[src/pck_regs.svh]
// constants for the phase coherent two-tone keyer
// assumes a single system clock; included by bare name
`ifndef PCK_REGS_SVH
`define PCK_REGS_SVH

// system clock rate in hertz
`define PCK_CLK_HZ          125000000
// tone offsets above the nominal carrier, in hertz
`define PCK_LOW_OFS_HZ      2400
`define PCK_HIGH_OFS_HZ     4800
// reference runs at this multiple of the receive frequency
`define PCK_LO_DIVIDE       4
// expected bit-phase clock period in system cycles
`define PCK_BIT_PERIOD_CYC  (`PCK_CLK_HZ / (`PCK_HIGH_OFS_HZ - `PCK_LOW_OFS_HZ))
// default accepted deviation of that period, in cycles
`define PCK_PERIOD_TOL_CYC  (`PCK_BIT_PERIOD_CYC / 8)
// width of the period counter
`define PCK_PERIOD_W        17
// depth of the keying bit queue, in words
`define PCK_FIFO_DEPTH      8
// width of one queued keying word
`define PCK_FIFO_WIDTH      1
// reset value of the tone selection: low tone
`define PCK_TONE_RESET      1'b0

`endif

[src/pck_pkg.sv]
// types shared by the keyer files
// assumes the constants header is included by the users
package pck_pkg;

    // pins that arrive from outside the clock domain
    typedef struct packed {
        logic lo_ref;
        logic low_tone;
        logic high_tone;
        logic key_enable;
        logic listen_enable;
        logic single_antenna;
    } pck_pins_s;

    // quadrature local oscillator pair
    typedef struct packed {
        logic in_phase;
        logic quadrature;
    } pck_lo_s;

    // power amplifier keying states
    typedef enum logic [1:0] {
        PCK_IDLE,
        PCK_ARMED,
        PCK_KEYING
    } pck_key_state_e;

endpackage

[src/pck_fifo.sv]
// small synchronous fifo with valid/ready on both sides
// assumes one clock; depth a power of two so pointers wrap freely
`timescale 1ns/100ps
`default_nettype none
module pck_fifo #(
    parameter int WIDTH = 1,
    parameter int DEPTH = 8
) (
    input  wire logic             i_sys_clk,
    input  wire logic             i_reset_n,
    input  wire logic             i_in_valid,
    output logic                  o_in_ready,
    input  wire logic [WIDTH-1:0] i_in_data,
    output logic                  o_out_valid,
    input  wire logic             i_out_ready,
    output logic      [WIDTH-1:0] o_out_data
);
    localparam int AW = $clog2(DEPTH);
    localparam int CW = $clog2(DEPTH + 1);

    logic [WIDTH-1:0] mem_q [DEPTH];
    logic [AW-1:0]    wr_q;
    logic [AW-1:0]    rd_q;
    logic [CW-1:0]    cnt_q;
    logic             push;
    logic             pop;

    assign o_in_ready  = (cnt_q != CW'(DEPTH));
    assign o_out_valid = (cnt_q != '0);
    assign o_out_data  = mem_q[rd_q];
    assign push        = i_in_valid & o_in_ready;
    assign pop         = o_out_valid & i_out_ready;

    // storage carries no reset; only the count defines emptiness
    always_ff @(posedge i_sys_clk) begin
        if (push) begin
            mem_q[wr_q] <= i_in_data;
        end
    end

    always_ff @(posedge i_sys_clk or negedge i_reset_n) begin
        if (!i_reset_n) begin
            wr_q <= '0;
            rd_q <= '0;
        end else begin
            if (push) begin
                wr_q <= wr_q + 1'b1;
            end
            if (pop) begin
                rd_q <= rd_q + 1'b1;
            end
        end
    end

    always_ff @(posedge i_sys_clk or negedge i_reset_n) begin
        if (!i_reset_n) begin
            cnt_q <= '0;
        end else begin
            unique case ({push, pop})
                2'b10:   cnt_q <= cnt_q + 1'b1;
                2'b01:   cnt_q <= cnt_q - 1'b1;
                default: cnt_q <= cnt_q;
            endcase
        end
    end
endmodule // pck_fifo
`default_nettype wire

[src/pck_keyer.sv]
// phase coherent two-tone keyer with quadrature lo divider
// assumes tone and reference pins far slower than the system clock;
// the host pushes keying bits on the same clock as this block
//
// How it works
// - the reference clock is divided by four into two square waves 90 degrees apart, the in-phase and quadrature oscillators.
// - the tones sit 2400 Hz and 4800 Hz above reference/4; only their spacing is checked, through the bit-phase period.
// - while keying, exactly one of the two tone clocks reaches the amplifier drive, picked by the tone-select bit; otherwise the drive is low.
// - the selected tone changes only when the two tone clocks are in phase.
// - a flip-flop samples the low tone on each rising edge of the high tone, toggling at 0 and 180 degrees.
// - the flip-flop output is the bit-phase clock, at the tone difference of nominally 2400 Hz.
// - keying at 2400 bit/s puts one or two whole baseband tone cycles in each bit.
// - audio is muted whenever the listen enable is low.
// - with a single antenna the listen enable drives the amplifier-to-receiver switch.
`timescale 1ns/100ps
`default_nettype none
`include "pck_regs.svh"
module pck_keyer
    import pck_pkg::*;
#(
    parameter logic [`PCK_PERIOD_W-1:0] BIT_PERIOD_CYC =
        `PCK_PERIOD_W'(`PCK_BIT_PERIOD_CYC),
    parameter logic [`PCK_PERIOD_W-1:0] PERIOD_TOL_CYC =
        `PCK_PERIOD_W'(`PCK_PERIOD_TOL_CYC)
) (
    input  wire logic i_sys_clk,
    input  wire logic i_reset_n,
    input  wire logic i_lo_reference_clock,
    input  wire logic i_low_tone_clock,
    input  wire logic i_high_tone_clock,
    input  wire logic i_key_enable,
    input  wire logic i_listen_enable,
    input  wire logic i_single_antenna,
    input  wire logic i_tone_select_valid,
    input  wire logic i_tone_select_data,
    output logic      o_tone_select_ready,
    output logic      o_in_phase_oscillator,
    output logic      o_quadrature_oscillator,
    output logic      o_phase_detector_output,
    output logic      o_bit_strobe,
    output logic      o_tone_select,
    output logic      o_pa_drive,
    output logic      o_pa_keying,
    output logic      o_audio_mute,
    output logic      o_antenna_route,
    output logic      o_tone_offset_ok
);
    localparam logic [`PCK_PERIOD_W-1:0] PER_LO =
        BIT_PERIOD_CYC - PERIOD_TOL_CYC;
    localparam logic [`PCK_PERIOD_W-1:0] PER_HI =
        BIT_PERIOD_CYC + PERIOD_TOL_CYC;
    localparam logic [`PCK_PERIOD_W-1:0] PER_MAX = '1;

    pck_pins_s      pins;
    pck_pins_s      meta_q;
    pck_pins_s      s_q;
    pck_pins_s      prev_q;
    pck_lo_s        lo_q;
    pck_key_state_e state_q;
    pck_key_state_e state_d;
    logic           lo_rise;
    logic           hi_rise;
    logic           pd_q;
    logic           pd_prev_q;
    logic           bit_edge;
    logic           tone_q;
    logic           pa_q;
    logic           strobe_q;
    logic           mute_q;
    logic           route_q;
    logic           ok_q;
    logic           q_valid;
    logic           q_data;
    logic [1:0]     warm_q;
    logic [`PCK_PERIOD_W-1:0] per_q;

    // shared by the drive path and its check
    function automatic logic pick_tone(input logic sel,
                                       input logic low,
                                       input logic high);
        return sel ? high : low;
    endfunction

    assign pins = '{lo_ref:         i_lo_reference_clock,
                    low_tone:       i_low_tone_clock,
                    high_tone:      i_high_tone_clock,
                    key_enable:     i_key_enable,
                    listen_enable:  i_listen_enable,
                    single_antenna: i_single_antenna};

    // two-stage synchroniser; prev_q only feeds edge detection
    always_ff @(posedge i_sys_clk or negedge i_reset_n) begin
        if (!i_reset_n) begin
            meta_q <= '0;
            s_q    <= '0;
            prev_q <= '0;
        end else begin
            meta_q <= pins;
            s_q    <= meta_q;
            prev_q <= s_q;
        end
    end

    // edges count only once prev_q holds a real sample, else an
    // idle-high pin looks like a rise and pops a bit right after reset
    always_ff @(posedge i_sys_clk or negedge i_reset_n) begin
        if (!i_reset_n) begin
            warm_q <= '0;
        end else if (warm_q != 2'h3) begin
            warm_q <= warm_q + 1'b1;
        end
    end

    assign lo_rise = (warm_q == 2'h3) & s_q.lo_ref & ~prev_q.lo_ref;
    assign hi_rise = (warm_q == 2'h3) & s_q.high_tone
                   & ~prev_q.high_tone;

    // johnson pair: 00,10,11,01 gives two phases a quarter apart;
    // only valid while the reference is well below half the clock
    always_ff @(posedge i_sys_clk or negedge i_reset_n) begin
        if (!i_reset_n) begin
            lo_q <= '0;
        end else if (lo_rise) begin
            lo_q <= '{in_phase:   ~lo_q.quadrature,
                      quadrature: lo_q.in_phase};
        end
    end

    assign o_in_phase_oscillator   = lo_q.in_phase;
    assign o_quadrature_oscillator = lo_q.quadrature;

    // phase detector: low tone sampled by the high tone
    always_ff @(posedge i_sys_clk or negedge i_reset_n) begin
        if (!i_reset_n) begin
            pd_q      <= 1'b0;
            pd_prev_q <= 1'b0;
        end else begin
            if (hi_rise) begin
                pd_q <= s_q.low_tone;
            end
            pd_prev_q <= pd_q;
        end
    end

    // rising bit-phase edge marks the in-phase instant
    assign bit_edge                = pd_q & ~pd_prev_q;
    assign o_phase_detector_output = pd_q;

    always_ff @(posedge i_sys_clk or negedge i_reset_n) begin
        if (!i_reset_n) begin
            strobe_q <= 1'b0;
        end else begin
            strobe_q <= bit_edge;
        end
    end

    assign o_bit_strobe = strobe_q;

    // queue lets the host run ahead instead of racing each edge
    pck_fifo #(
        .WIDTH (`PCK_FIFO_WIDTH),
        .DEPTH (`PCK_FIFO_DEPTH)
    ) u_bit_queue (
        .i_sys_clk   (i_sys_clk),
        .i_reset_n   (i_reset_n),
        .i_in_valid  (i_tone_select_valid),
        .o_in_ready  (o_tone_select_ready),
        .i_in_data   (i_tone_select_data),
        .o_out_valid (q_valid),
        .i_out_ready (bit_edge),
        .o_out_data  (q_data)
    );

    // an empty queue at the edge holds the previous tone
    always_ff @(posedge i_sys_clk or negedge i_reset_n) begin
        if (!i_reset_n) begin
            tone_q <= `PCK_TONE_RESET;
        end else if (bit_edge && q_valid) begin
            tone_q <= q_data;
        end
    end

    assign o_tone_select = tone_q;

    // keying opens only on an in-phase edge so the first bit is whole
    always_comb begin
        state_d = state_q;
        unique case (state_q)
            PCK_IDLE: begin
                if (s_q.key_enable) begin
                    state_d = PCK_ARMED;
                end
            end
            PCK_ARMED: begin
                if (!s_q.key_enable) begin
                    state_d = PCK_IDLE;
                end else if (bit_edge) begin
                    state_d = PCK_KEYING;
                end
            end
            PCK_KEYING: begin
                if (!s_q.key_enable) begin
                    state_d = PCK_IDLE;
                end
            end
        endcase
    end

    always_ff @(posedge i_sys_clk or negedge i_reset_n) begin
        if (!i_reset_n) begin
            state_q <= PCK_IDLE;
        end else begin
            state_q <= state_d;
        end
    end

    assign o_pa_keying = (state_q == PCK_KEYING);

    always_ff @(posedge i_sys_clk or negedge i_reset_n) begin
        if (!i_reset_n) begin
            pa_q <= 1'b0;
        end else if (state_q == PCK_KEYING) begin
            pa_q <= pick_tone(tone_q, s_q.low_tone, s_q.high_tone);
        end else begin
            pa_q <= 1'b0;
        end
    end

    assign o_pa_drive = pa_q;

    // listen enable gates audio and the shared antenna path
    always_ff @(posedge i_sys_clk or negedge i_reset_n) begin
        if (!i_reset_n) begin
            mute_q  <= 1'b1;
            route_q <= 1'b0;
        end else begin
            mute_q  <= ~s_q.listen_enable;
            route_q <= s_q.single_antenna & s_q.listen_enable;
        end
    end

    assign o_audio_mute    = mute_q;
    assign o_antenna_route = route_q;

    // tone spacing shows as the bit-phase period; a stalled tone
    // saturates the counter and drops the flag
    always_ff @(posedge i_sys_clk or negedge i_reset_n) begin
        if (!i_reset_n) begin
            per_q <= '0;
            ok_q  <= 1'b0;
        end else if (bit_edge) begin
            per_q <= `PCK_PERIOD_W'(1);
            ok_q  <= (per_q >= PER_LO) && (per_q <= PER_HI);
        end else if (per_q != PER_MAX) begin
            per_q <= per_q + 1'b1;
        end else begin
            ok_q  <= 1'b0;
        end
    end

    assign o_tone_offset_ok = ok_q;

    property p_lo_step;
        @(posedge i_sys_clk) disable iff (!i_reset_n)
        !($changed(lo_q.in_phase) && $changed(lo_q.quadrature));
    endproperty
    a_lo_step: assert property (p_lo_step)
        else $error("lo phases moved together");

    property p_lo_divide;
        @(posedge i_sys_clk) disable iff (!i_reset_n)
        lo_rise |=> (lo_q.quadrature == $past(lo_q.in_phase))
                 && (lo_q.in_phase != $past(lo_q.quadrature));
    endproperty
    a_lo_divide: assert property (p_lo_divide)
        else $error("lo divider did not advance");

    property p_one_tone;
        @(posedge i_sys_clk) disable iff (!i_reset_n)
        (state_q == PCK_KEYING) |=> o_pa_drive ==
            pick_tone($past(tone_q), $past(s_q.low_tone),
                      $past(s_q.high_tone));
    endproperty
    a_one_tone: assert property (p_one_tone)
        else $error("amplifier drive is not the selected tone");

    property p_tone_aligned;
        @(posedge i_sys_clk) disable iff (!i_reset_n)
        $changed(tone_q) |-> $past(bit_edge) && $past(q_valid);
    endproperty
    a_tone_aligned: assert property (p_tone_aligned)
        else $error("tone changed away from an in-phase edge");

    property p_detector;
        @(posedge i_sys_clk) disable iff (!i_reset_n)
        hi_rise |=> (pd_q == $past(s_q.low_tone))
            ##1 (o_bit_strobe == ($past(pd_q) && !$past(pd_q, 2)));
    endproperty
    a_detector: assert property (p_detector)
        else $error("phase detector missed its sample");

    property p_period;
        @(posedge i_sys_clk) disable iff (!i_reset_n)
        bit_edge |=> o_tone_offset_ok ==
            (($past(per_q) >= PER_LO) && ($past(per_q) <= PER_HI));
    endproperty
    a_period: assert property (p_period)
        else $error("offset flag disagrees with measured period");

    property p_key_start;
        @(posedge i_sys_clk) disable iff (!i_reset_n)
        $rose(o_pa_keying) |-> $past(bit_edge) && $past(s_q.key_enable);
    endproperty
    a_key_start: assert property (p_key_start)
        else $error("keying began off an in-phase edge");

    property p_mute;
        @(posedge i_sys_clk) disable iff (!i_reset_n)
        !s_q.listen_enable |=> o_audio_mute && !o_antenna_route;
    endproperty
    a_mute: assert property (p_mute)
        else $error("audio or antenna path open while not listening");

    property p_route;
        @(posedge i_sys_clk) disable iff (!i_reset_n)
        (s_q.listen_enable && s_q.single_antenna) |=> o_antenna_route
            && !o_audio_mute;
    endproperty
    a_route: assert property (p_route)
        else $error("single antenna switch not following listen");
endmodule // pck_keyer
`default_nettype wire

[config.mk]
export PLATFORM = sky130hd
export DESIGN_NAME = pck_keyer
export DESIGN_NICKNAME = d
export VERILOG_FILES = /design/src/pck_pkg.sv /design/src/pck_fifo.sv /design/src/pck_keyer.sv
export VERILOG_INCLUDE_DIRS = /design/src /design/src/src
export SDC_FILE = /design/constraint.sdc
export NUM_CORES = 1
export LEC_CHECK = 0
export ABC_AREA = 1
export ABC_CLOCK_PERIOD_IN_PS = 4360
export BUFFER_PORTS_ARGS = -buffer_cell sky130_fd_sc_hd__buf_4
export CORE_UTILIZATION = 49
export CTS_CLUSTER_DIAMETER = 100
export CTS_CLUSTER_SIZE = 25
export DETAILED_ROUTE_END_ITERATION = 10
export PLACE_DENSITY_LB_ADDON = 0.12
export SYNTH_ARGS = -nofsm -noshare
export SYNTH_HDL_FRONTEND = slang
export SYNTH_HIERARCHICAL = 1
export SYNTH_SLANG_ARGS = --single-unit
[constraint.sdc]
create_clock -name i_sys_clk -period 4.36 [get_ports i_sys_clk]
set_clock_uncertainty 0.1 [all_clocks]
set_input_delay 0.872 -clock i_sys_clk [delete_from_list [all_inputs] [get_ports i_sys_clk]]
set_output_delay 0.872 -clock i_sys_clk [all_outputs]
set_load 0.1 [all_outputs]
==> flow_metrics.env, run 1 <==
export IMPL_cts_root_buffer="clkbuf_8"
export IMPL_p_sw_mw=0.7664
export IMPL_ioPinCount=21
export IMPL_cts_tree="yes"
export IMPL_vias=2374
export IMPL_place_inst=446
export IMPL_wl_mm=5.832
export IMPL_htree_levels=3
export IMPL_startpoint_type="register"
export IMPL_overflow=0
export IMPL_globalRouteTotalUtil_pct=20.56
export IMPL_fin_setup_tns_ns=0
export IMPL_whs_ns=0.2506
export IMPL_post_route_period_util_pct=56.66
export IMPL_drive_above_1_share_pct=16.54
export IMPL_synth_net_count=376
export IMPL_clk_latency_ns=0.34
export IMPL_wl_per_cell_um=12.62
export IMPL_rows=28
export IMPL_syn_area_per_cell_um2=8.727
export IMPL_cts_clk_slew_worst_paths_ns=0.07
export IMPL_grt_max_degree=56
export IMPL_fin_nets=404
export IMPL_hold_buffers=0
export IMPL_initial_core_util_pct=51.57
export IMPL_synth_cell_type_count=36
export IMPL_synth_area_um2=3089
export IMPL_cts_buffer_depth=2
export IMPL_setup_ws_ns=1.890
export IMPL_max_cap_viol_count=0
export IMPL_die_width_um=81.40
export IMPL_status="complete, no violations"
export IMPL_cts_made_buffers=9
export IMPL_worst_slew_pin_slew_ns=0.6618
export IMPL_swShare_pct=40.47
export IMPL_crit_type="reg -> reg"
export IMPL_grt_pass1_vias=2342
export IMPL_num_antenna_cells=0
export IMPL_synth_edf_count=8
export IMPL_postLayoutCoreUtil_pct=58.38
export IMPL_synth_seq_area_share_pct=52.37
export IMPL_hold_violations=0
export IMPL_worst_ir_drop_vdd_v=0.0003571
export IMPL_antenna_found_initial=0
export IMPL_async_flop_share_pct=87.30
export IMPL_slew_violations=0
export IMPL_power_density_nw_per_um2=541.4
export IMPL_p_int_mw=1.127
export IMPL_setup_viol=0
export IMPL_dr_pass1_iters=4
export IMPL_ant_nets=0
export IMPL_hold_path_class="reg -> reg"
export IMPL_cts_sinks=63
export IMPL_synth_warnings=6
export IMPL_pwr_share_seq_pct=43.0
export IMPL_die_area_um2=6626
export IMPL_power_frac_comb_pct=32.6
export IMPL_total_power_mw=1.893
export IMPL_placed_area_um2=3316
export IMPL_dp_slack_ns=1.965
export IMPL_grt_setup_unrepaired="no"
export IMPL_cp_max_fo=7
export IMPL_drc=0
export IMPL_finish_instance_area_um2=3497
export IMPL_ys_flop_type="dfrtp_1"
export IMPL_clkPwrFrac_pct=24.4
export IMPL_ys_ff_latch=63
export IMPL_cts_resized=0
export IMPL_worstPathRequired_ns=4.45
export IMPL_period_minus_slack_ns=2.470
export IMPL_via_per_inst=5.139
export IMPL_drt_iter0_markers=121
export IMPL_fp_dieH_um=81.40
export IMPL_post_cts_buffers=0
export IMPL_relSlewSlack_pct=55.88
export IMPL_coreArea_um2=5991
export IMPL_p_leak_nw=1.598
export IMPL_syn_inst=354
export IMPL_port_buffers=20
export IMPL_grt_first_pass_wirelength_mm=10.10
export IMPL_gp_congestion=0.9016
export IMPL_cp_end_kind="register"
export IMPL_fin_cells=462
export IMPL_critPathArrivalTime_ns=2.56
export IMPL_areaGrowthSynthToFinish_pct=13.20
export IMPL_dp_final_hpwl_mm=4.172
export IMPL_fmax_mhz=404.8
-- kinds of logic (layout without fill, tap and decap cells) --
group | Yosys count | count (layout) | synth area share (%)
and+or+nand+nor | 185 | 185 | 26.69
adders and majority gates | 12 | 12 | 4.860
xor gates and xnor gates | 6 | 6 | 1.701
muxes | 4 | 4 | 1.418
DFF | 63 | 63 | 52.37
buffers and inverters | 41 | 74 | 5.184
AOI/OAI and AO/OA | 43 | 43 | 7.776
-- cell usage after synthesis, types with 3 or more instances --
cell type  number  share of area, %
a21oi_1        13               2.1
dfrtp_1        54                44
edfxtp_1        8               7.8
ha_1           12               4.9
inv_1          35               4.3
inv_2           3              0.36
mux2_2          3               1.1
nand2_1        74               9.0
nand2_2         4              0.81
nand3_1        18               2.9
nand4_1         5               1.0
nor2_1         58               7.0
nor2_2          8               1.6
nor3_1          9               1.5
o21ai_0        22               3.6
xnor2_1         4               1.1
-- power by group through the flow --
stage / Combinational, mW / Clock (mW) / Sequential, mW
final: 0.617 / 0.462 / 0.815
after global routing: 0.690 / 0.493 / 0.834
after CTS: 0.622 / 0.473 / 0.814
after detailed placement: 0.620 / 0 / 0.824
after global placement: 0.609 / 0 / 0.824
after floorplan: 0.386 / 0 / 0.914
-- routing by layer --
layer  vias to the layer above  GRT usage (%)  routed length (µm)
li1                       1206              -                   -
met1                      1080          23.95                2574
met2                        66          34.08                2750
met3                        22          3.708                 249
met4                         0          14.46                 257
met5                         -              0                   0
-- final cells by class --
| type | instances | area (µm²) |
|---|---|---|
| Fill cell | 530 | 2494 |
| Sequential cell | 63 | 1618 |
| Multi-Input combinational cell | 250 | 1311 |
| Timing Repair Buffer | 20 | 150.1 |
| Inverter | 38 | 142.6 |
| Clock buffer | 10 | 137.6 |
| Tap cell | 75 | 93.84 |
| Clock inverter | 6 | 43.79 |
-- cells in the final DEF (no fill, tap or decap), types with 2 or more instances in the layout --
cell type and instances:
nand2_1 74, nor2_1 58, dfrtp_1 54, inv_1 35, o21ai_0 22, buf_4 20
nand3_1 18, a21oi_1 13, ha_1 12, clkbuf_8 10, nor3_1 9, nor2_2 8
edfxtp_1 8, nand4_1 5, nand2_2 4, xnor2_1 4, mux2_2 3, inv_2 3
nand3_2 2, o21a_1 2, a31oi_1 2, clkinvlp_4 2, xor2_1 2
-- worst paths after layout --
path	startpoint	end	slack, ns	depth (start not counted)
hold reg to reg	meta_q[5]	s_q[5]	0.25	0
setup reg to reg	per_q[0]	per_q[4]	1.89	10
min in group asynchronous	i_reset_n	per_q[8]	0.46	1
hold / removal	meta_q[5]	s_q[5]	0.25	0
setup / recovery	per_q[0]	per_q[4]	1.89	10
max in group asynchronous	i_reset_n	per_q[15]	3.25	1
-- sequential cells by signal, summed over array words and instances, names as in the netlist, 2 cells and up --
| signal | count |
|---|---|
| u_bit_queue/wr_q | 3 |
| u_bit_queue/mem_q | 8 |
| s_q | 6 |
| prev_q | 2 |
| state_q | 2 |
| u_bit_queue/cnt_q | 4 |
| meta_q | 6 |
| warm_q | 2 |
| per_q | 17 |
| u_bit_queue/rd_q | 3 |
-- worst max-delay path, cell delays in order, from the launching register on --
cell	delay [ns]
dfrtp_1	0.48
ha_1	0.24
nand2_1	0.08
nor2_1	0.12
nand4_1	0.14
nor3_1	0.20
ha_1	0.32
nor2_1	0.11
inv_1	0.13
nor2_4	0.06
a2111oi_1	0.35
No activity file was read; power rests on OpenSTA's default activity.
==> run 2, diff against run 1 <==
ABC_AREA = 0   (was 1)
ABC_CLOCK_PERIOD_IN_PS = 2550   (was 4360)
clock period = 2.55 ns   (was 4.36 ns; I/O delays follow)
==> run 2 against run 1 <==
Compared with the run above: first-iteration DRC count fell by 5.0%; die area decreased by 4.1%; combinational power up 90%; register-to-register slack worse by 1.8 ns; critical path depth shrank 1; core utilization is 3.7 points higher; clock power rose by 100%; design area up 0.79%; flip-flop and latch count stayed put; critical path type unchanged; sequential share of layout area decreased by 0.22 points; largest cell class unchanged.
==> flow_metrics.env, run 2 <==
export IMPL_drt_iter0_markers=115
export IMPL_post_route_period_util_pct=97.82
export IMPL_synth_top_cell_area_share_pct=45.67
export IMPL_worst_slew_pin_slew_ns=0.6751
export IMPL_worstPathRequired_ns=2.70
export IMPL_overflow=0
export IMPL_slowest_stage="or4_1"
export IMPL_startpoint="per_q[0]"
export IMPL_async_flop_share_pct=87.30
export IMPL_cts_clk_slew_worst_paths_ns=0.07
export IMPL_port_buffers=20
export IMPL_cts_buffer_depth=2
export IMPL_grt_max_degree=56
export IMPL_largest_reg_flops=17
export IMPL_power_density_nw_per_um2=986.9
export IMPL_die_area_um2=6354
export IMPL_dr_pass1_iters=4
export IMPL_relSlewSlack_pct=54.99
export IMPL_cts_tree="yes"
export IMPL_period_minus_slack_ns=2.494
export IMPL_wl_mm=5.173
export IMPL_synth_seq_area_share_pct=54.67
export IMPL_synth_edf_count=8
export IMPL_r2r_end="per_q[15]"
export IMPL_endpoint="per_q[15]"
export IMPL_via_per_inst=5.437
export IMPL_startpoint_type="register"
export IMPL_grt_first_pass_wirelength_mm=8.963
export IMPL_die_width_um=79.71
export IMPL_fp_dieH_um=79.71
export IMPL_ant_nets=0
export IMPL_slew_violations=0
export IMPL_setup_viol=0
export IMPL_grt_setup_unrepaired="yes"
export IMPL_synth_cell_type_count=50
export IMPL_wl_per_cell_um=14.13
export IMPL_ioPinCount=21
export IMPL_yosysTopAreaCell="dfrtp_1"
export IMPL_coreArea_um2=5675
export IMPL_regToRegSetupSlack_ns=0.06
export IMPL_cp_end_kind="register"
export IMPL_cp_max_fo=7
export IMPL_max_cap_viol_count=0
export IMPL_mostFrequentLayoutCell="dfrtp_1"
export IMPL_clk_latency_ns=0.33
export IMPL_drive_above_1_share_pct=26.53
export IMPL_synth_warnings=6
export IMPL_htree_levels=3
export IMPL_synth_area_leaders="dfrtp_1 (46%), edfxtp_1 (8.1%), ha_1 (5.1%), nor2_1 (3.3%), xnor2_1 (3.3%)"
export IMPL_hold_violations=0
export IMPL_critPathArrivalTime_ns=2.64
export IMPL_antenna_found_initial=0
export IMPL_fin_nets=311
export IMPL_critPathMaxStageDelay_ns=0.41
export IMPL_num_antenna_cells=0
export IMPL_reg2reg_depth=9
export IMPL_postLayoutCoreUtil_pct=62.10
export IMPL_ys_flop_type="dfrtp_1"
export IMPL_reg2reg_from="per_q[0]"
export IMPL_grt_pass1_vias=1909
export IMPL_cp_depth=9
export IMPL_globalRouteTotalUtil_pct=18.98
export IMPL_ys_ff_latch=63
export IMPL_cts_root_buffer="clkbuf_8"
export IMPL_dp_final_hpwl_mm=3.609
export IMPL_regMostFlops="per_q"
export IMPL_cts_made_buffers=9
export IMPL_synth_most_common_cell="dfrtp_1"
export IMPL_cts_sinks=63
export IMPL_crit_type="reg -> reg"
export IMPL_reg_top3="per_q (17), u_bit_queue/mem_q (8)"
export IMPL_vias=1990
export IMPL_layout_common_cells="dfrtp_1 (52), buf_4 (36), nor2_1 (26), xnor2_1 (11)"
export IMPL_fmax_mhz=400.9
export IMPL_synth_commonest_cells="dfrtp_1 (54), nor2_1 (26), ha_1 (12)"
export IMPL_synth_net_count=274
export IMPL_status="complete, no violations"
export IMPL_areaGrowthSynthToFinish_pct=19.11
export IMPL_rows=27
export IMPL_syn_inst=252
export IMPL_path_buf_inv=0
export IMPL_hold_buffers=0
export IMPL_synth_area_um2=2959
export IMPL_syn_area_per_cell_um2=11.74
export IMPL_critical_path_cell_chain="ha_1 > and3_4 > nand4_1 > nor3_1 > ha_1 > nand4b_4 > or2_4 > or4_1 > a21oi_1"
export IMPL_gp_congestion=0.8336
export IMPL_drc=0
export IMPL_hold_path_class="in -> async"
export IMPL_initial_core_util_pct=52.14
export IMPL_p_leak_nw=1.529
export IMPL_total_power_mw=3.479
export IMPL_worst_ir_drop_vdd_v=0.0006823
export IMPL_critPathTopFamily="simple AND/OR/NAND/NOR gates"
export IMPL_path_common_cell="ha_1"
-- run 2: cell count changes after synthesis, moves of 7 or more --
cell | before | now
inv_1 | 35 | 9
xnor2_1 | 4 | 11
o21ai_0 | 22 | 8
nor2_2 | 8 | 0
nand3_1 | 18 | 9
nand2_1 | 74 | 10
nor2_1 | 58 | 26
-- run 2: cells by family after synthesis --
kind of cell	share of synthesized area [%]
flops	54.67
buf+inv	3.551
fa+ha+maj	5.074
simple gates	19.53
mux	6.046
compound gates	5.793
xor+xnor	5.328
-- run 2: layer usage --
layer / vias up / global-route usage [%] / wire, µm
li1: 973 / - / -
met1: 972 / 23.92 / 2404
met2: 39 / 29.83 / 2485
met3: 6 / 5.829 / 219
met4: 0 / 8.727 / 62
met5: - / 0 / 0
-- run 2: layout make-up --
| cell class | count | area, µm² |
|---|---|---|
| Clock buffer | 10 | 137.6 |
| Clock inverter | 6 | 83.83 |
| Fill cell | 464 | 2151 |
| Tap cell | 72 | 90.09 |
| Sequential cell | 63 | 1623 |
| Inverter | 9 | 33.78 |
| Timing Repair Buffer | 36 | 270.3 |
| Multi-Input combinational cell | 170 | 1286 |
-- run 2: through the flow --
stage | setup TNS [ns] | hold slack (ns) | worst slack, ns | cells | area (µm²)
after global placement | 0 | 0.2327 | 0.1273 | 349 | 3291
after CTS | 0 | 0.1286 | 0.02444 | 365 | 3515
after global routing | -0.002615 | 0.1483 | -0.002615 | 366 | 3525
final | 0 | 0.1029 | 0.05567 | 366 | 3525
after detailed placement | 0 | 0.2355 | 0.03906 | 349 | 3291
after floorplan | 0 | 0.1144 | 0.001622 | 252 | 3059
-- run 2: repair_timing --
item                       CTS  global route
buffers inserted             0             1
resized for setup            1             2
pin swaps                    0             1
setup endpoints to repair    1             3
-- run 2: worst min-delay path by stage --
stage,startpoint,end,slack (ns),cells after the start
6_report,i_reset_n,warm_q[1],0.10,1
5_1_grt,i_listen_enable,meta_q[1],0.15,1
4_1_cts,i_reset_n,warm_q[1],0.13,1
3_5_place_dp,meta_q[2],s_q[2],0.24,0
3_3_place_gp,meta_q[0],s_q[0],0.23,0
2_1_floorplan,i_reset_n,meta_q[0],0.11,0
-- run 2: power by group --
group	switching (mW)	leakage, nW	internal, mW	total, mW
combinational	0.666	0.673	0.500	1.17
sequential	0.160	0.749	1.21	1.37
clock	0.375	0.108	0.572	0.946
==> run 3, diff against run 2 <==
BUFFER_PORTS_ARGS = -buffer_cell sky130_fd_sc_hd__clkbuf_2   (was -buffer_cell sky130_fd_sc_hd__buf_4)
==> run 3 against run 2 <==
Compared with the run above: critical path depth stayed put; worst hold slack gained 0.069 ns; maximum frequency up 3.1%; critical endpoint unchanged; largest power group unchanged.
==> flow_metrics.env, run 3 (synthesized netlist as in run 2, its figures left out) <==
export IMPL_crit_type="reg -> reg"
export IMPL_largest_reg_flops=17
export IMPL_reg2reg_from="per_q[0]"
export IMPL_globalRouteTotalUtil_pct=20.02
export IMPL_ioPinCount=21
export IMPL_startpoint="per_q[0]"
export IMPL_worstPathRequired_ns=2.72
export IMPL_placed_area_um2=3268
export IMPL_fmax_mhz=413.4
export IMPL_cts_made_buffers=9
export IMPL_port_buffers=20
export IMPL_clkPwrFrac_pct=26.8
export IMPL_holdPathStages=1
export IMPL_max_cap_viol_count=0
export IMPL_hold_path_class="in -> reg"
export IMPL_cts_sinks=63
export IMPL_drc=0
export IMPL_cts_clk_slew_worst_paths_ns=0.07
export IMPL_finish_instance_area_um2=3512
export IMPL_die_area_um2=6354
export IMPL_whs_ns=0.1722
export IMPL_power_density_nw_per_um2=987.0
export IMPL_drive_above_1_share_pct=27.36
export IMPL_setup_ws_ns=0.1312
export IMPL_dp_slack_ns=0.05680
export IMPL_gp_congestion=0.8168
export IMPL_ant_nets=0
export IMPL_grt_pass1_vias=2098
export IMPL_cts_tree="yes"
export IMPL_htree_levels=3
export IMPL_antenna_found_initial=0
export IMPL_postLayoutCoreUtil_pct=61.88
export IMPL_vias=2025
export IMPL_mostFrequentLayoutCell="dfrtp_1"
export IMPL_fin_setup_tns_ns=0
export IMPL_grt_max_degree=41
export IMPL_regMostFlops="per_q"
export IMPL_power_frac_comb_pct=33.8
export IMPL_dp_final_hpwl_mm=3.817
export IMPL_critPathArrivalTime_ns=2.59
export IMPL_slew_violations=0
export IMPL_drt_iter0_markers=95
export IMPL_cp_max_fo=5
export IMPL_post_route_period_util_pct=94.85
export IMPL_total_power_mw=3.466
export IMPL_via_per_inst=5.503
export IMPL_hold_end="meta_q[4]"
export IMPL_cts_root_buffer="clkbuf_8"
export IMPL_fp_dieH_um=79.71
export IMPL_nFillCells=470
export IMPL_regToRegSetupSlack_ns=0.13
export IMPL_startpoint_type="register"
export IMPL_cp_end_kind="register"
export IMPL_cts_buffer_depth=2
export IMPL_wl_per_cell_um=14.54
export IMPL_p_leak_nw=1.531
export IMPL_r2r_end="per_q[15]"
export IMPL_coreArea_um2=5675
export IMPL_p_sw_mw=1.222
export IMPL_fin_nets=313
export IMPL_areaGrowthSynthToFinish_pct=18.69
export IMPL_post_cts_buffers=0
export IMPL_pwr_share_seq_pct=39.4
export IMPL_setup_viol=0
export IMPL_hold_violations=0
export IMPL_die_width_um=79.71
export IMPL_overflow=0
export IMPL_layout_common_cells="dfrtp_1 (52), nor2_1 (26), clkbuf_2 (20), buf_4 (16), xnor2_1 (11)"
export IMPL_dr_pass1_iters=4
export IMPL_reg_top3="per_q (17), u_bit_queue/mem_q (8)"
export IMPL_fin_cells=368
export IMPL_p_int_mw=2.245
export IMPL_min_delay_start="i_low_tone_clock"
export IMPL_relSlewSlack_pct=64.01
export IMPL_swShare_pct=35.25
export IMPL_clk_latency_ns=0.34
export IMPL_period_minus_slack_ns=2.419
export IMPL_wl_mm=5.349
export IMPL_worst_slew_pin_slew_ns=0.5422
export IMPL_worst_ir_drop_vdd_v=0.0007408
export IMPL_grt_first_pass_wirelength_mm=9.439
export IMPL_grt_setup_unrepaired="no"
export IMPL_status="complete, no violations"
export IMPL_place_inst=351
export IMPL_initial_core_util_pct=52.14
export IMPL_rows=27
export IMPL_reg2reg_depth=9
export IMPL_num_antenna_cells=0
## run 3: cell types whose count changed in the layout (fill, tap and decap cells not counted), sizes merged
cell / before / now
buf: 36 / 17
dlygate4sd3: 0 / 1
clkbuf: 10 / 30
## run 3: final cells by class
cell class | count | area (µm²) | area share [%]
multi-input combinational | 170 | 1303 | 37.09
tap | 72 | 90.09 | 2.565
sequential | 63 | 1623 | 46.21
timing repair buffer | 38 | 250.2 | 7.125
clock buffer | 10 | 127.6 | 3.634
clock inverter | 6 | 85.08 | 2.423
inverter | 9 | 33.78 | 0.9619
## run 3: power by group through the flow
stage	sequential, mW	combinational [mW]	clock, mW
after floorplan	1.58	0.707	0
after global placement	1.37	1.14	0
after detailed placement	1.38	1.16	0
after CTS	1.37	1.16	0.953
after global routing	1.39	1.29	0.991
final	1.37	1.17	0.928
## run 3: layer usage
layer  global-route usage (%)  share of wire (%)
met2                    31.71                 47
met4                    9.818                2.4
met5                        0                  0
met3                    5.829                4.7
met1                    24.91                 46
## run 3: how the worst max path moves through the flow
stage	to	slack [ns]	depth (start not counted)
after floorplan	per_q[15]	0.002	11
after global placement	u_bit_queue/cnt_q[3]	0.13	6
after detailed placement	u_bit_queue/cnt_q[3]	0.06	6
after CTS	u_bit_queue/cnt_q[3]	0.04	6
after global routing	per_q[15]	0.0002	9
final	per_q[15]	0.13	9
## run 3: timing repair
action,in CTS,in global routing
hold buffers,1,0
endpoints found under the setup margin,0,5
gates resized for setup,0,6
hold endpoints to repair,9,0
## run 3: worst max-delay path: stages, from the launching register on
cell,delay (ns)
dfrtp_2,0.40
ha_1,0.22
and3_4,0.20
nand4_1,0.12
nor3_1,0.08
ha_1,0.23
nand4b_4,0.18
or2_4,0.26
or4_1,0.40
a21oi_1,0.15
